`src/core/adc_cmd_pkg.sv`:
```
// Purpose: Shared constants, types and decoding for the ADC command interpreter.
// Assumes: Fixed 24-bit link words; 16-bit items sit MSB aligned in them.
// Notes: Register map contents live outside the interpreter.
`default_nettype none
package adc_cmd_pkg;
  localparam int WORD_BITS = 24;
  localparam int CMD_BITS = 16;
  localparam int PAD_BITS = WORD_BITS - CMD_BITS;
  localparam int ADDR_BITS = 6;
  localparam int CNT_BITS = 7;
  localparam int ADDR_MSB = 12;
  localparam int ADDR_LSB = 7;
  localparam int CNT_MSB = 6;
  localparam int FRAME_WORDS = 4;
  localparam int CHANNELS = 2;
  localparam int SAMPLE_FIFO_DEPTH = 16;
  localparam logic [15:0] CMD_NOP = 16'h0000;
  localparam logic [15:0] CMD_RESET = 16'h0011;
  localparam logic [15:0] CMD_STANDBY = 16'h0022;
  localparam logic [15:0] CMD_WAKEUP = 16'h0033;
  localparam logic [15:0] CMD_LOCK = 16'h0555;
  localparam logic [15:0] CMD_UNLOCK = 16'h0655;
  localparam logic [15:0] RESP_RESET_OK = 16'hFF42;
  localparam logic [15:0] RESP_RESET_SHORT = 16'h0011;
  localparam logic [2:0] OP_READ = 3'h5;
  localparam logic [2:0] OP_WRITE = 3'h3;
  localparam logic [2:0] RESP_READ_MULTI = 3'h7;
  localparam logic [2:0] RESP_WRITE = 3'h2;
  localparam logic [23:0] CODE_MAX = 24'h7FFFFF;
  localparam logic [23:0] CODE_MIN = 24'h800000;

  typedef enum logic [1:0] {
    ST_IDLE = 2'b00,
    ST_SHIFT = 2'b01,
    ST_EXEC = 2'b10,
    ST_LOAD = 2'b11
  } frame_state_t;

  typedef enum logic [2:0] {
    K_NOP = 3'b000,
    K_RESET = 3'b001,
    K_STANDBY = 3'b010,
    K_WAKEUP = 3'b011,
    K_LOCK = 3'b100,
    K_UNLOCK = 3'b101,
    K_READ_REGISTERS_CMD = 3'b110,
    K_WRITE_REGISTERS_CMD = 3'b111
  } cmd_kind_t;

  // Unknown words fall through to the no-operation kind.
  function automatic cmd_kind_t decode_cmd(input logic [15:0] w);
    cmd_kind_t k;
    k = K_NOP;
    case (w)
      CMD_RESET: k = K_RESET;
      CMD_STANDBY: k = K_STANDBY;
      CMD_WAKEUP: k = K_WAKEUP;
      CMD_LOCK: k = K_LOCK;
      CMD_UNLOCK: k = K_UNLOCK;
      default: begin
        if (w[15:13] == OP_READ) k = K_READ_REGISTERS_CMD;
        else if (w[15:13] == OP_WRITE) k = K_WRITE_REGISTERS_CMD;
      end
    endcase
    return k;
  endfunction
endpackage
`default_nettype wire

```
`src/core/adc_spi_command_decoder.sv`:
```
// Purpose: SPI command interpreter and output code formatter of a two-channel ADC.
// Assumes: SPI mode 1, 24-bit words, link pins sampled by the reference clock.
// Notes: Register storage and check-word generation sit outside this block.
// Operation
// - Clip results: at or below negative full scale 800000h, top end 7FFFFFh.
// - Zero gives 000000h, one LSB gives 000001h, minus one LSB all ones.
// - Response to a command goes out as first word of the next frame.
// - Unknown words behave as the no-operation word.
// - Reset word latched at frame end, then all registers go to defaults.
// - Completed reset answers FF42h; incomplete reset frame answers 0011h, no reset.
// - Standby word latched at frame end enters standby and is echoed.
// - Standby while already in standby changes nothing.
// - Wakeup word leaves standby and is echoed; no effect when converting.
// - Lock word locks and is echoed; locked accepts only no-op, read, unlock.
// - Conversion data keeps flowing out while locked.
// - Unlock word 0655h leaves the locked state and is echoed.
// - Single register read answers the register contents next frame.
// - Multi read answers 111 header then count-plus-one consecutive registers.
// - Write answers 010 header with written count minus one.
// - Failed check word skips the command unless it is a write.
// - Reset happens only when the whole frame was received.
// - Frame after a multi read carries register words instead of conversion data.
// - Writes skip read-only, gap and out-of-range addresses and do not count them.
`timescale 1ns/1ps
`default_nettype none
module adc_spi_command_decoder
  import adc_cmd_pkg::*;
#(
  parameter int RAW_W = 26,
  parameter int FIFO_DEPTH = SAMPLE_FIFO_DEPTH
) (
  input wire logic i_ref_clk,
  input wire logic i_rst,
  input wire logic i_sclk,
  input wire logic i_cs_n,
  input wire logic i_din,
  output logic o_dout,
  input wire logic i_sample_valid,
  input wire logic signed [RAW_W-1:0] i_sample_raw,
  output logic o_sample_ready,
  output logic o_conv_ready_n,
  output logic [ADDR_BITS-1:0] o_reg_addr,
  output logic o_reg_wr,
  output logic [CMD_BITS-1:0] o_reg_wdata,
  input wire logic [CMD_BITS-1:0] i_reg_rdata,
  input wire logic i_reg_writable,
  input wire logic [CMD_BITS-1:0] i_status,
  input wire logic i_check_en,
  input wire logic [CMD_BITS-1:0] i_check_word,
  output logic o_soft_reset,
  output logic o_standby,
  output logic o_locked
);
  localparam int LW = $clog2(FIFO_DEPTH+1);
  logic [2:0] pins;
  logic cs_n_prev_reg, sclk_prev_reg;
  logic cs_start, cs_end, sclk_rise, sclk_fall;
  frame_state_t state_reg;
  logic [WORD_BITS-1:0] sh_in_reg, sh_out_reg, out_word_reg;
  logic [4:0] bit_cnt_reg;
  logic [7:0] word_cnt_reg;
  logic word_done_reg;
  logic [CMD_BITS-1:0] cmd_reg, rx_check_reg, resp_reg, rx_word;
  logic got_check_reg;
  logic [CNT_BITS:0] cmd_cnt;
  logic [ADDR_BITS+1:0] wr_addr;
  logic wr_pend_reg, wr_oor_reg;
  logic [7:0] wr_count_reg;
  logic multi_reg, fetch_pend_reg, fetch_now_reg;
  logic [ADDR_BITS:0] rd_ptr_reg;
  logic [7:0] rd_left_reg;
  cmd_kind_t cmd_kind, eff_kind;
  logic full_frame, check_bad;
  logic signed [RAW_W-1:0] raw_max, raw_min;
  logic [WORD_BITS-1:0] sat_code;
  logic fifo_valid, fifo_pop;
  logic [WORD_BITS-1:0] fifo_data;
  logic [LW-1:0] fifo_level;

  pin_sync3 #(.WIDTH(3), .RESET_VAL(3'h1)) pin_sync3_i (
    .i_ref_clk(i_ref_clk),
    .i_rst(i_rst),
    .i_pin({i_din, i_sclk, i_cs_n}),
    .o_level(pins)
  );

  always_ff @(posedge i_ref_clk or posedge i_rst) begin
    if (i_rst) begin
      cs_n_prev_reg <= 1'b1;
      sclk_prev_reg <= 1'b0;
    end else begin
      cs_n_prev_reg <= pins[0];
      sclk_prev_reg <= pins[1];
    end
  end

  assign cs_start = cs_n_prev_reg && !pins[0];
  assign cs_end = !cs_n_prev_reg && pins[0];
  assign sclk_rise = !sclk_prev_reg && pins[1] && !pins[0];
  assign sclk_fall = sclk_prev_reg && !pins[1] && !pins[0];

  // Output code formatting: clip the raw result to the 24-bit range.
  assign raw_max = RAW_W'($signed(CODE_MAX));
  assign raw_min = -(RAW_W'($signed(CODE_MAX))) - RAW_W'(1);
  always_comb begin
    if (i_sample_raw >= raw_max) sat_code = CODE_MAX;
    else if (i_sample_raw <= raw_min) sat_code = CODE_MIN;
    else sat_code = i_sample_raw[WORD_BITS-1:0];
  end

  sample_fifo #(.WIDTH(WORD_BITS), .DEPTH(FIFO_DEPTH)) sample_fifo_i (
    .i_ref_clk(i_ref_clk),
    .i_rst(i_rst),
    .i_flush(o_soft_reset),
    .i_in_valid(i_sample_valid),
    .i_in_data(sat_code),
    .o_in_ready(o_sample_ready),
    .o_out_valid(fifo_valid),
    .o_out_data(fifo_data),
    .i_out_ready(fifo_pop),
    .o_level(fifo_level)
  );

  always_ff @(posedge i_ref_clk or posedge i_rst) begin
    if (i_rst) o_conv_ready_n <= 1'b1;
    else o_conv_ready_n <= (fifo_level < LW'(CHANNELS));
  end

  // Bit engine: shift out on rising SCLK, sample on falling SCLK.
  always_ff @(posedge i_ref_clk or posedge i_rst) begin
    if (i_rst) begin
      sh_in_reg <= '0;
      sh_out_reg <= '0;
      bit_cnt_reg <= '0;
      word_cnt_reg <= '0;
      word_done_reg <= 1'b0;
      o_dout <= 1'b0;
    end else begin
      word_done_reg <= 1'b0;
      if (cs_start) begin
        bit_cnt_reg <= '0;
        word_cnt_reg <= '0;
      end else if (cs_end) begin
        o_dout <= 1'b0;
      end else if (sclk_rise) begin
        if (bit_cnt_reg == '0) begin
          sh_out_reg <= out_word_reg;
          o_dout <= out_word_reg[WORD_BITS-1];
        end else begin
          sh_out_reg <= {sh_out_reg[WORD_BITS-2:0], 1'b0};
          o_dout <= sh_out_reg[WORD_BITS-2];
        end
      end else if (sclk_fall) begin
        sh_in_reg <= {sh_in_reg[WORD_BITS-2:0], pins[2]};
        if (bit_cnt_reg == 5'(WORD_BITS-1)) begin
          bit_cnt_reg <= '0;
          word_done_reg <= 1'b1;
          if (word_cnt_reg != 8'hFF) word_cnt_reg <= word_cnt_reg + 8'h01;
        end else begin
          bit_cnt_reg <= bit_cnt_reg + 5'h01;
        end
      end
    end
  end

  assign rx_word = sh_in_reg[WORD_BITS-1:PAD_BITS];
  assign cmd_kind = decode_cmd(cmd_reg);
  assign cmd_cnt = {1'b0, cmd_reg[CNT_MSB:0]};
  assign wr_addr = {2'b00, cmd_reg[ADDR_MSB:ADDR_LSB]} + 8'(word_cnt_reg - 8'h02);

  // Command and check word capture.
  always_ff @(posedge i_ref_clk or posedge i_rst) begin
    if (i_rst) begin
      cmd_reg <= CMD_NOP;
      rx_check_reg <= '0;
      got_check_reg <= 1'b0;
    end else if (cs_start) begin
      cmd_reg <= CMD_NOP;
      got_check_reg <= 1'b0;
    end else if (word_done_reg) begin
      if (word_cnt_reg == 8'h01) cmd_reg <= rx_word;
      else if (word_cnt_reg == ((cmd_kind == K_WRITE_REGISTERS_CMD) ? 8'(cmd_cnt) + 8'h03 : 8'h02)) begin
        rx_check_reg <= rx_word;
        got_check_reg <= 1'b1;
      end
    end
  end

  // Writes go out as each data word arrives, even before the check word.
  always_ff @(posedge i_ref_clk or posedge i_rst) begin
    if (i_rst) begin
      wr_pend_reg <= 1'b0;
      wr_oor_reg <= 1'b0;
      wr_count_reg <= '0;
      o_reg_wr <= 1'b0;
      o_reg_wdata <= '0;
    end else begin
      o_reg_wr <= 1'b0;
      wr_pend_reg <= 1'b0;
      if (cs_start) wr_count_reg <= '0;
      if (word_done_reg && cmd_kind == K_WRITE_REGISTERS_CMD && !o_locked && word_cnt_reg >= 8'h02 &&
          word_cnt_reg <= 8'(cmd_cnt) + 8'h02) begin
        wr_pend_reg <= 1'b1;
        wr_oor_reg <= |wr_addr[ADDR_BITS+1:ADDR_BITS];
        o_reg_wdata <= rx_word;
      end
      if (wr_pend_reg && i_reg_writable && !wr_oor_reg) begin
        o_reg_wr <= 1'b1;
        wr_count_reg <= wr_count_reg + 8'h01;
      end
    end
  end

  // Register address: write target, then read prefetch one cycle later.
  always_ff @(posedge i_ref_clk or posedge i_rst) begin
    if (i_rst) o_reg_addr <= '0;
    else if (word_done_reg) o_reg_addr <= wr_addr[ADDR_BITS-1:0];
    else if (fetch_pend_reg) o_reg_addr <= rd_ptr_reg[ADDR_BITS-1:0];
    else if (state_reg == ST_EXEC) o_reg_addr <= cmd_reg[ADDR_MSB:ADDR_LSB];
  end

  assign fifo_pop = word_done_reg && !multi_reg && word_cnt_reg <= 8'(CHANNELS) && fifo_valid;

  // Outgoing word preparation.
  always_ff @(posedge i_ref_clk or posedge i_rst) begin
    if (i_rst) begin
      out_word_reg <= '0;
      fetch_pend_reg <= 1'b0;
      fetch_now_reg <= 1'b0;
      rd_left_reg <= '0;
      rd_ptr_reg <= '0;
    end else begin
      fetch_pend_reg <= 1'b0;
      fetch_now_reg <= fetch_pend_reg;
      if (cs_start) out_word_reg <= {resp_reg, PAD_BITS'(0)};
      else if (word_done_reg) begin
        if (multi_reg && rd_left_reg != '0) begin
          fetch_pend_reg <= 1'b1;
          out_word_reg <= '0;
        end else if (fifo_pop) out_word_reg <= fifo_data;
        else out_word_reg <= '0;
      end else if (fetch_now_reg) begin
        out_word_reg <= {i_reg_rdata, PAD_BITS'(0)};
        rd_left_reg <= rd_left_reg - 8'h01;
        rd_ptr_reg <= rd_ptr_reg + 7'h01;
      end
      if (state_reg == ST_EXEC && eff_kind == K_READ_REGISTERS_CMD) begin
        rd_ptr_reg <= {1'b0, cmd_reg[ADDR_MSB:ADDR_LSB]};
        rd_left_reg <= 8'(cmd_cnt) + 8'h01;
      end
    end
  end

  assign full_frame = (word_cnt_reg >= 8'(FRAME_WORDS));
  assign check_bad = i_check_en && (!got_check_reg || rx_check_reg != i_check_word);

  always_comb begin
    eff_kind = cmd_kind;
    if (word_cnt_reg == '0) eff_kind = K_NOP;
    if (check_bad && eff_kind != K_WRITE_REGISTERS_CMD) eff_kind = K_NOP;
    if (o_locked && eff_kind != K_READ_REGISTERS_CMD && eff_kind != K_UNLOCK) eff_kind = K_NOP;
  end

  // Frame sequencing.
  always_ff @(posedge i_ref_clk or posedge i_rst) begin
    if (i_rst) state_reg <= ST_IDLE;
    else begin
      case (state_reg)
        ST_IDLE: if (cs_start) state_reg <= ST_SHIFT;
        ST_SHIFT: if (cs_end) state_reg <= ST_EXEC;
        ST_EXEC: state_reg <= (eff_kind == K_READ_REGISTERS_CMD && cmd_cnt == '0) ? ST_LOAD : ST_IDLE;
        ST_LOAD: state_reg <= ST_IDLE;
        default: state_reg <= ST_IDLE;
      endcase
    end
  end

  // Command execution at frame end.
  always_ff @(posedge i_ref_clk or posedge i_rst) begin
    if (i_rst) begin
      resp_reg <= CMD_NOP;
      o_soft_reset <= 1'b0;
      o_standby <= 1'b0;
      o_locked <= 1'b0;
      multi_reg <= 1'b0;
    end else begin
      o_soft_reset <= 1'b0;
      if (state_reg == ST_LOAD) resp_reg <= i_reg_rdata;
      if (state_reg == ST_EXEC) begin
        multi_reg <= 1'b0;
        case (eff_kind)
          K_RESET: begin
            if (full_frame) begin
              o_soft_reset <= 1'b1;
              o_standby <= 1'b0;
              o_locked <= 1'b0;
              resp_reg <= RESP_RESET_OK;
            end else begin
              resp_reg <= RESP_RESET_SHORT;
            end
          end
          K_STANDBY: begin
            o_standby <= 1'b1;
            resp_reg <= cmd_reg;
          end
          K_WAKEUP: begin
            o_standby <= 1'b0;
            resp_reg <= cmd_reg;
          end
          K_LOCK: begin
            o_locked <= 1'b1;
            resp_reg <= cmd_reg;
          end
          K_UNLOCK: begin
            o_locked <= 1'b0;
            resp_reg <= cmd_reg;
          end
          K_READ_REGISTERS_CMD: begin
            if (cmd_cnt != '0) begin
              multi_reg <= 1'b1;
              resp_reg <= {RESP_READ_MULTI, cmd_reg[ADDR_MSB:0]};
            end
          end
          K_WRITE_REGISTERS_CMD: resp_reg <= {RESP_WRITE, cmd_reg[ADDR_MSB:ADDR_LSB], 7'(wr_count_reg - 8'h01)};
          default: resp_reg <= i_status;
        endcase
      end
    end
  end

  property p_sat_hi;
    @(posedge i_ref_clk) disable iff (i_rst)
      (i_sample_raw >= raw_max) |-> (sat_code == 24'h7FFFFF);
  endproperty
  a_sat_hi: assert property (p_sat_hi) else $error("positive clip code wrong");

  property p_sat_lo;
    @(posedge i_ref_clk) disable iff (i_rst)
      (i_sample_raw <= raw_min) |-> (sat_code == 24'h800000);
  endproperty
  a_sat_lo: assert property (p_sat_lo) else $error("negative clip code wrong");

  property p_small_codes;
    @(posedge i_ref_clk) disable iff (i_rst)
      (i_sample_raw == -RAW_W'(1)) |-> (sat_code == 24'hFFFFFF);
  endproperty
  a_small_codes: assert property (p_small_codes) else $error("minus one LSB code wrong");

  property p_resp_first;
    @(posedge i_ref_clk) disable iff (i_rst)
      (cs_start && state_reg == ST_IDLE) |=> (out_word_reg[WORD_BITS-1:PAD_BITS] == $past(resp_reg));
  endproperty
  a_resp_first: assert property (p_resp_first) else $error("first word is not the response");

  property p_reset_full;
    @(posedge i_ref_clk) disable iff (i_rst)
      (state_reg == ST_EXEC && eff_kind == K_RESET && full_frame)
        |=> (o_soft_reset && resp_reg == 16'hFF42) ##1 !o_soft_reset;
  endproperty
  a_reset_full: assert property (p_reset_full) else $error("reset did not fire once");

  property p_reset_short;
    @(posedge i_ref_clk) disable iff (i_rst)
      (state_reg == ST_EXEC && eff_kind == K_RESET && !full_frame)
        |=> (!o_soft_reset && resp_reg == 16'h0011);
  endproperty
  a_reset_short: assert property (p_reset_short) else $error("short reset frame misbehaved");

  property p_nop_status;
    @(posedge i_ref_clk) disable iff (i_rst)
      (state_reg == ST_EXEC && eff_kind == K_NOP)
        |=> (resp_reg == $past(i_status) && o_standby == $past(o_standby) && o_locked == $past(o_locked));
  endproperty
  a_nop_status: assert property (p_nop_status) else $error("no-op changed state");

  property p_lock_guard;
    @(posedge i_ref_clk) disable iff (i_rst)
      (state_reg == ST_EXEC && o_locked && cmd_kind == K_STANDBY && !o_standby)
        |=> !o_standby;
  endproperty
  a_lock_guard: assert property (p_lock_guard) else $error("locked device accepted standby");

  property p_standby_echo;
    @(posedge i_ref_clk) disable iff (i_rst)
      (state_reg == ST_EXEC && eff_kind == K_STANDBY) |=> (o_standby && resp_reg == 16'h0022);
  endproperty
  a_standby_echo: assert property (p_standby_echo) else $error("standby not entered");

  property p_no_write_locked;
    @(posedge i_ref_clk) disable iff (i_rst)
      (o_locked && $stable(o_locked)) |-> !o_reg_wr;
  endproperty
  a_no_write_locked: assert property (p_no_write_locked) else $error("write while locked");
endmodule // adc_spi_command_decoder
`default_nettype wire

```
`src/core/pin_sync3.sv`:
```
// Purpose: Three-stage synchroniser for asynchronous pins with agreement filter.
// Assumes: Pins change slowly compared with the reference clock.
// Notes: The level moves only when the second and third stages agree.
`timescale 1ns/1ps
`default_nettype none
module pin_sync3 #(
  parameter int WIDTH = 3,
  parameter logic [WIDTH-1:0] RESET_VAL = '0
) (
  input wire logic i_ref_clk,
  input wire logic i_rst,
  input wire logic [WIDTH-1:0] i_pin,
  output logic [WIDTH-1:0] o_level
);
  logic [WIDTH-1:0] s1_reg, s2_reg, s3_reg;

  always_ff @(posedge i_ref_clk or posedge i_rst) begin
    if (i_rst) begin
      s1_reg <= RESET_VAL;
      s2_reg <= RESET_VAL;
      s3_reg <= RESET_VAL;
    end else begin
      s1_reg <= i_pin;
      s2_reg <= s1_reg;
      s3_reg <= s2_reg;
    end
  end

  for (genvar g = 0; g < WIDTH; g++) begin : g_bit
    always_ff @(posedge i_ref_clk or posedge i_rst) begin
      if (i_rst) o_level[g] <= RESET_VAL[g];
      else if (s2_reg[g] == s3_reg[g]) o_level[g] <= s3_reg[g];
    end
  end
endmodule // pin_sync3
`default_nettype wire

```
`src/core/sample_fifo.sv`:
```
// Purpose: Conversion sample FIFO between the converter path and the link.
// Assumes: Single clock; flush empties it in one cycle.
// Notes: Input ready is registered so the top can drive it straight out.
`timescale 1ns/1ps
`default_nettype none
module sample_fifo #(
  parameter int WIDTH = 24,
  parameter int DEPTH = 16
) (
  input wire logic i_ref_clk,
  input wire logic i_rst,
  input wire logic i_flush,
  input wire logic i_in_valid,
  input wire logic [WIDTH-1:0] i_in_data,
  output logic o_in_ready,
  output logic o_out_valid,
  output logic [WIDTH-1:0] o_out_data,
  input wire logic i_out_ready,
  output logic [$clog2(DEPTH+1)-1:0] o_level
);
  localparam int PW = $clog2(DEPTH);
  localparam int CW = $clog2(DEPTH+1);
  logic [WIDTH-1:0] mem [DEPTH];
  logic [PW-1:0] wr_ptr_reg, rd_ptr_reg;
  logic [CW-1:0] count_next;
  logic push, pop;

  assign push = i_in_valid && o_in_ready;
  assign pop = i_out_ready && o_out_valid;
  assign o_out_valid = (o_level != '0);
  assign o_out_data = mem[rd_ptr_reg];

  always_comb begin
    count_next = o_level;
    if (push && !pop) count_next = o_level + CW'(1);
    else if (pop && !push) count_next = o_level - CW'(1);
  end

  always_ff @(posedge i_ref_clk) begin
    if (push) mem[wr_ptr_reg] <= i_in_data;
  end

  always_ff @(posedge i_ref_clk or posedge i_rst) begin
    if (i_rst) begin
      wr_ptr_reg <= '0;
      rd_ptr_reg <= '0;
      o_level <= '0;
      o_in_ready <= 1'b0;
    end else if (i_flush) begin
      wr_ptr_reg <= '0;
      rd_ptr_reg <= '0;
      o_level <= '0;
      o_in_ready <= 1'b1;
    end else begin
      if (push) wr_ptr_reg <= (wr_ptr_reg == PW'(DEPTH-1)) ? '0 : wr_ptr_reg + PW'(1);
      if (pop) rd_ptr_reg <= (rd_ptr_reg == PW'(DEPTH-1)) ? '0 : rd_ptr_reg + PW'(1);
      o_level <= count_next;
      o_in_ready <= (count_next != CW'(DEPTH));
    end
  end
endmodule // sample_fifo
`default_nettype wire

```
`config.mk`:
```
export PLATFORM = sky130hd
export DESIGN_NAME = adc_spi_command_decoder
export DESIGN_NICKNAME = d
export VERILOG_FILES = /design/src/core/adc_cmd_pkg.sv /design/src/core/adc_spi_command_decoder.sv /design/src/core/pin_sync3.sv /design/src/core/sample_fifo.sv
export SDC_FILE = /design/constraint.sdc
export NUM_CORES = 1
export LEC_CHECK = 0
export BUFFER_PORTS_ARGS = -buffer_cell sky130_fd_sc_hd__buf_4
export CORE_MARGIN = 2
export CORE_UTILIZATION = 34
export DETAILED_ROUTE_END_ITERATION = 16
export PLACE_DENSITY = 0.54
export RECOVER_POWER = 100
export SYNTH_ARGS = -nofsm -noshare
export SYNTH_HDL_FRONTEND = slang
export SYNTH_HIERARCHICAL = 1
export SYNTH_SLANG_ARGS = --single-unit
```
`constraint.sdc`:
```
create_clock -name i_ref_clk -period 9.2 [get_ports i_ref_clk]
set_input_delay 1.84 -clock i_ref_clk [delete_from_list [all_inputs] [get_ports i_ref_clk]]
set_output_delay 1.84 -clock i_ref_clk [all_outputs]
set_load 0.01 [all_outputs]
```
* Word-level counts from Yosys, hierarchy flattened
Memory sizes are Yosys's and may differ from the RTL's.
Cells that the tools add are included.
** Storage, ports and cells
- Bits in registers :: 220
- Latch bits :: 0
- Memory bits (writable) :: 384
- Memory bits (read-only) :: 0
- Output and inout bits :: 29
- Memories kept :: 1
** Memories
- sample_fifo_i.mem :: words 16, bits a word 24, read ports 1, clocked after memory_dff 0, write ports 1, line sample_fifo.sv:23 : logic [WIDTH-1:0] mem [DEPTH];
** Cells by class
- Add/sub/neg operators :: 15
- Multiply operators :: 0
- Divide/modulo/power cells :: 0
- Magnitude comparators :: 7
- Equality and inequality tests :: 40
- Shift-type cells :: 0
- Muxes and demuxes :: 88
- Bitwise operators :: 4
- Reductions and logical operators :: 73
** Operators with widths (count)
- 2-to-1 mux 24 bit :: 7
- 2-to-1 mux 16 bit :: 7
- 2-to-1 mux 8 bit :: 13
- case mux 16 bit (4 select lines) :: 1
- 2-to-1 mux 5 bit :: 8
- == test 16 x 11 -> 1 bit, second input constant :: 2
- == test 16 x 6 -> 1 bit, second input constant :: 2
- 2-to-1 mux 7 bit :: 4
- greater-or-equal comparator 26 x 24 -> 1 bit, second input constant :: 1
- <= comparator 26 x 24 -> 1 bit, second input constant :: 1
- logical AND 1 bit :: 26
- 2-to-1 mux 1 bit :: 26
- 2-to-1 mux 4 bit :: 6
- 2-to-1 mux 23 bit :: 1
- nonzero test 2 bit :: 11
- == test 3 bit, second input constant :: 6
- 2-to-1 mux 6 bit :: 3
- AND reduction 3 bit :: 6
- adder 7 x 2 -> 8 bit, second input constant :: 2
- adder 8 x 1 -> 8 bit, second input constant :: 2
- == test 16 x 5 -> 1 bit, second input constant :: 1
- logical NOT 8 bit :: 2
- != test 16 bit :: 1
- nonzero test 8 bit :: 2
- other kinds (45) :: 86

* Depth between registers and ports, before layout
- Depth after elaboration :: 16
- Depth in mapped cells :: 14
- Gate-level depth less buffers :: 14

* By module
The synthesis kept the hierarchy.
** Modules (own cells, without submodules)
- sample_fifo :: instances 1, cells each 648, area an instance 15363.5 um^2, seq. area each 11881.4 um^2
- adc_spi_command_decoder :: instances 1, cells each 1139, area an instance 11028.1 um^2, seq. area each 4807.1 um^2
- pin_sync3 :: instances 1, cells each 16, area an instance 342.8 um^2, seq. area each 305.3 um^2

* Least setup slack after synthesis
Ideal clock, no wire load.
- Path type :: input -> register
- Start :: input i_check_word[2]
- End :: register rd_left_reg[2]
- Arrival :: 3.683 ns
- Required time :: 9.065 ns
- Path slack :: 5.382 ns
- Cell stages on the path :: 10
- Path buffers :: 2
- Path through :: xor2_1 -> nor4_1 -> nand2_1 -> o41ai_2 -> and3_1 -> clkbuf_1 -> nand2_1 -> clkbuf_1 -> nand2_1 -> o21ai_0
** On the way
- Cells in the longest elaborated chain, start to end :: 13
** Ends and longest elaborated chain
- start: declaration :: line adc_spi_command_decoder.sv:49 : input wire logic [CMD_BITS-1:0] i_check_word,
- != test 16 bit (*) :: line adc_spi_command_decoder.sv:255 : assign check_bad = i_check_en && (!got_check_reg || rx_check_reg != i_check_word);
- logical OR 1 bit (*) :: line adc_spi_command_decoder.sv:255
- logical AND 1 bit (*) :: line adc_spi_command_decoder.sv:255
- logical AND 1 bit (*) :: line adc_spi_command_decoder.sv:260 : if (check_bad && eff_kind != K_WRITE_REGISTERS_CMD) eff_kind = K_NOP;
- 2-to-1 mux 3 bit (*) :: line adc_spi_command_decoder.sv:260
- != test 3 bit :: line adc_spi_command_decoder.sv:261 : if (o_locked && eff_kind != K_READ_REGISTERS_CMD && eff_kind != K_UNLOCK) eff_kind = K_NOP;
- logical AND 1 bit (2 in series) :: line adc_spi_command_decoder.sv:261
- 2-to-1 mux 3 bit (*) :: line adc_spi_command_decoder.sv:261
- == test 3 bit (*) :: line adc_spi_command_decoder.sv:247 : if (state_reg == ST_EXEC && eff_kind == K_READ_REGISTERS_CMD) begin
- logical AND 1 bit (*) :: line adc_spi_command_decoder.sv:247
- != test 2 x 1 -> 1 bit (no line) or nonzero test 2 bit (tied branches)
- AND reduction 3 bit (no line)
- end signal: assignment :: line adc_spi_command_decoder.sv:244 : rd_left_reg <= rd_left_reg - 8'h01;
- end signal: assignment :: line adc_spi_command_decoder.sv:249 : rd_left_reg <= 8'(cmd_cnt) + 8'h01;
- end: declaration :: line adc_spi_command_decoder.sv:71 : logic [7:0] rd_left_reg;
Mark *: on every way between the ends. The rest lies on a longest branch, timed or not.
A chain may end at the register's enable or synchronous reset.

==> run metrics <==
worst endpoint required time 9.76 ns; Post-Syn Area per Cell 14.8 um2; Post-CTS Hold Fix Bufs 0; kind of critical path input port to async pin; DRT iter0 DRCs 1369; DP HPWL 41600 um; vias per inst 5.29; yosys warns 6; Cells after Synth 1803; RSZ-0062 raised after global routing no; internal power 5.12 mW; Detail Route Antenna Nets 0; diode count 0; #FFs+latches synth 602; via count 15.9k; global-route wire length before repair 103000 um; Die Area 0.0809 mm2; Util after Layout 0.395; nature of the critical path startpoint input port; gr ovfl total 0; ys flop type edfxtp_1; Chip Height 284 um; Distinct cells, synth 86; sw frac 0.255; final setup TNS 0 ns; core area 0.0776 mm2; status finished, violations left; CTS sink count 602; final setup fails 0; GP Congestion 0.880; chip width 284 um; Power Total 6.87 mW; CP Capture Type async pin; Tmin final 5.42 ns; failing checks capacitance limit, slew limit; register area share after synthesis 0.636; Hold Fails Final Rpt 0; DR WL/cell 22.7 um; GR Util All Layers 0.168; syn_nets 1936; Area Growth Syn to Fin 14.7%; slew margin rel. -2.36; final cell count without fillers 3006; final wirelength 68300 um; largest net degree at the start of global routing 114; commonest cells in the netlist edfxtp_1 (384), dfrtp_1 (212), mux4_2 (120); Nets 2045; worst vdd ir 0.133 mV; Max Slew Vio Count 566; I/O pins 111; Post-CTS Repair Setup Buffers 0; ys async rst share 0.362; vias in the first global route 16.2k; Clock H-tree levels 3; worst-path fanout max 113; combinational share of power 0.109; Setup WS post-layout 3.78 ns; First-pass DRT Iterations 6; DP Cell Count 2881; Longest Clk Path Bufs 3; area share of the largest cell type after synthesis 0.431; Leak 11.2 nW; Sequential Power Share 0.492; Worst-Margin Slew 5.02 ns; WP data arrival 5.98 ns; max reg flops 384; drc violations 0; most numerous cell in the Yosys netlist edfxtp_1; Hold Path Depth 0; Final Skew 0.0367 ns; CTS Buf Count 69; part of the cycle the worst path needs 0.589; f_max 185 MHz; worst reg2reg path depth 9; clock power share 0.400; Min-Delay Path Class flop to flop; Cell Area, Synth 0.0267 mm2; post-CTS sizing 0; worst slack, placed 4.29 ns; top cells by area, synth edfxtp_1 (43%), dfrtp_1 (20%), mux4_2 (10%), mux2_2 (2.6%), ha_1 (2.3%); Rows 102; Initial Util 0.345; Clock Latency Late Sink 0.60 ns; pwr dens 224 mW/mm2; layout cells sized above 1 0.200; initial antenna violation count 0; CTS tree done; Psw 1.75 mW; Worst-path clk slew 0.05 ns; Max-Cap Viols 18; Post-synth EDFFs 384; Root Buffer clkbuf_16; Buffers on Ports 110; Synth area leader edfxtp_1
[cells by family (layout without fill, tap and decap cells)]
| kind of cell | Yosys count | count (layout) | synth area share |
|---|---|---|---|
| XOR/XNOR | 68 | 68 | 0.0230 |
| flip-flops | 602 | 602 | 0.636 |
| adder cells (fa/ha/maj) | 54 | 54 | 0.0254 |
| AO/OA/AOI/OAI | 300 | 300 | 0.0771 |
| buffers and inverters | 178 | 341 | 0.0288 |
| multiplexers | 211 | 211 | 0.138 |
| AND/OR/NAND/NOR | 390 | 390 | 0.0721 |
[cell usage in the layout (no fill, tap or decap), types with 26 or more instances in the layout]
master	synthesis	layout
a21oi_1	84	84
buf_4	1	85
clkbuf_1	68	68
clkbuf_16	0	70
dfrtp_1	212	209
edfxtp_1	384	384
ha_1	50	50
inv_1	75	74
mux2_2	61	60
mux2i_1	30	30
mux4_2	120	120
nand2_1	101	101
nand3_1	36	36
nor2_1	115	115
o21a_1	26	26
o21ai_0	45	48
xnor2_1	38	38
xor2_1	29	29
[stage by stage]
step	instance area [um2]	hold WS [ns]
final	30700	0.339
after global routing	30700	0.355
after global placement	28700	0.334
after CTS	31000	0.340
after floorplan	26700	0.331
after detailed placement	28700	0.335
[power by group through the flow]
stage	logic, mW	clock network [mW]	registers [mW]
after floorplan	0.527	0	3.35
after global placement	0.756	0	3.41
after detailed placement	0.774	0	3.42
after CTS	0.777	2.81	3.37
after global routing	0.832	2.92	3.41
final	0.748	2.75	3.38
[layout make-up]
cell class / instances / area, um2
Inverter: 75 / 283
Clock inverter: 35 / 435
Tap cell: 1040 / 1300
Clock buffer: 90 / 1870
Timing Repair Buffer: 141 / 863
Sequential cell: 602 / 17000
Fill cell: 7271 / 46900
Multi-Input combinational cell: 1023 / 8920
[worst max-delay path, stage by stage]
cell	delay, ns
clkbuf_1	0.13
clkinvlp_2	2.78
buf_4	1.13
[final timing paths]
path	startpoint	end	slack, ns
min in group asynchronous	i_rst	pin_sync3_i/s3_reg[2]$_DFF_PP0_	1.31
max in group i_ref_clk	cmd_reg[0]$_DFFE_PP0P_	resp_reg[12]$_DFF_PP0_	4.07
max reg2reg	cmd_reg[0]$_DFFE_PP0P_	resp_reg[12]$_DFF_PP0_	4.07
min reg2reg	pin_sync3_i/s1_reg[2]$_DFF_PP0_	pin_sync3_i/s2_reg[2]$_DFF_PP0_	0.34
min	pin_sync3_i/s1_reg[2]$_DFF_PP0_	pin_sync3_i/s2_reg[2]$_DFF_PP0_	0.34
max	i_rst	out_word_reg[13]$_DFFE_PP0P_	3.78
[routing by layer]
metal / vias to the layer above / GRT usage / part of all wire
li1: 7090 / - / -
met1: 8263 / 0.233 / 0.44
met2: 459 / 0.276 / 0.48
met3: 81 / 0.0287 / 0.058
met4: 0 / 0.0426 / 0.019
met5: - / 0 / 0
Note: power is estimated with default switching activity, not from simulation.
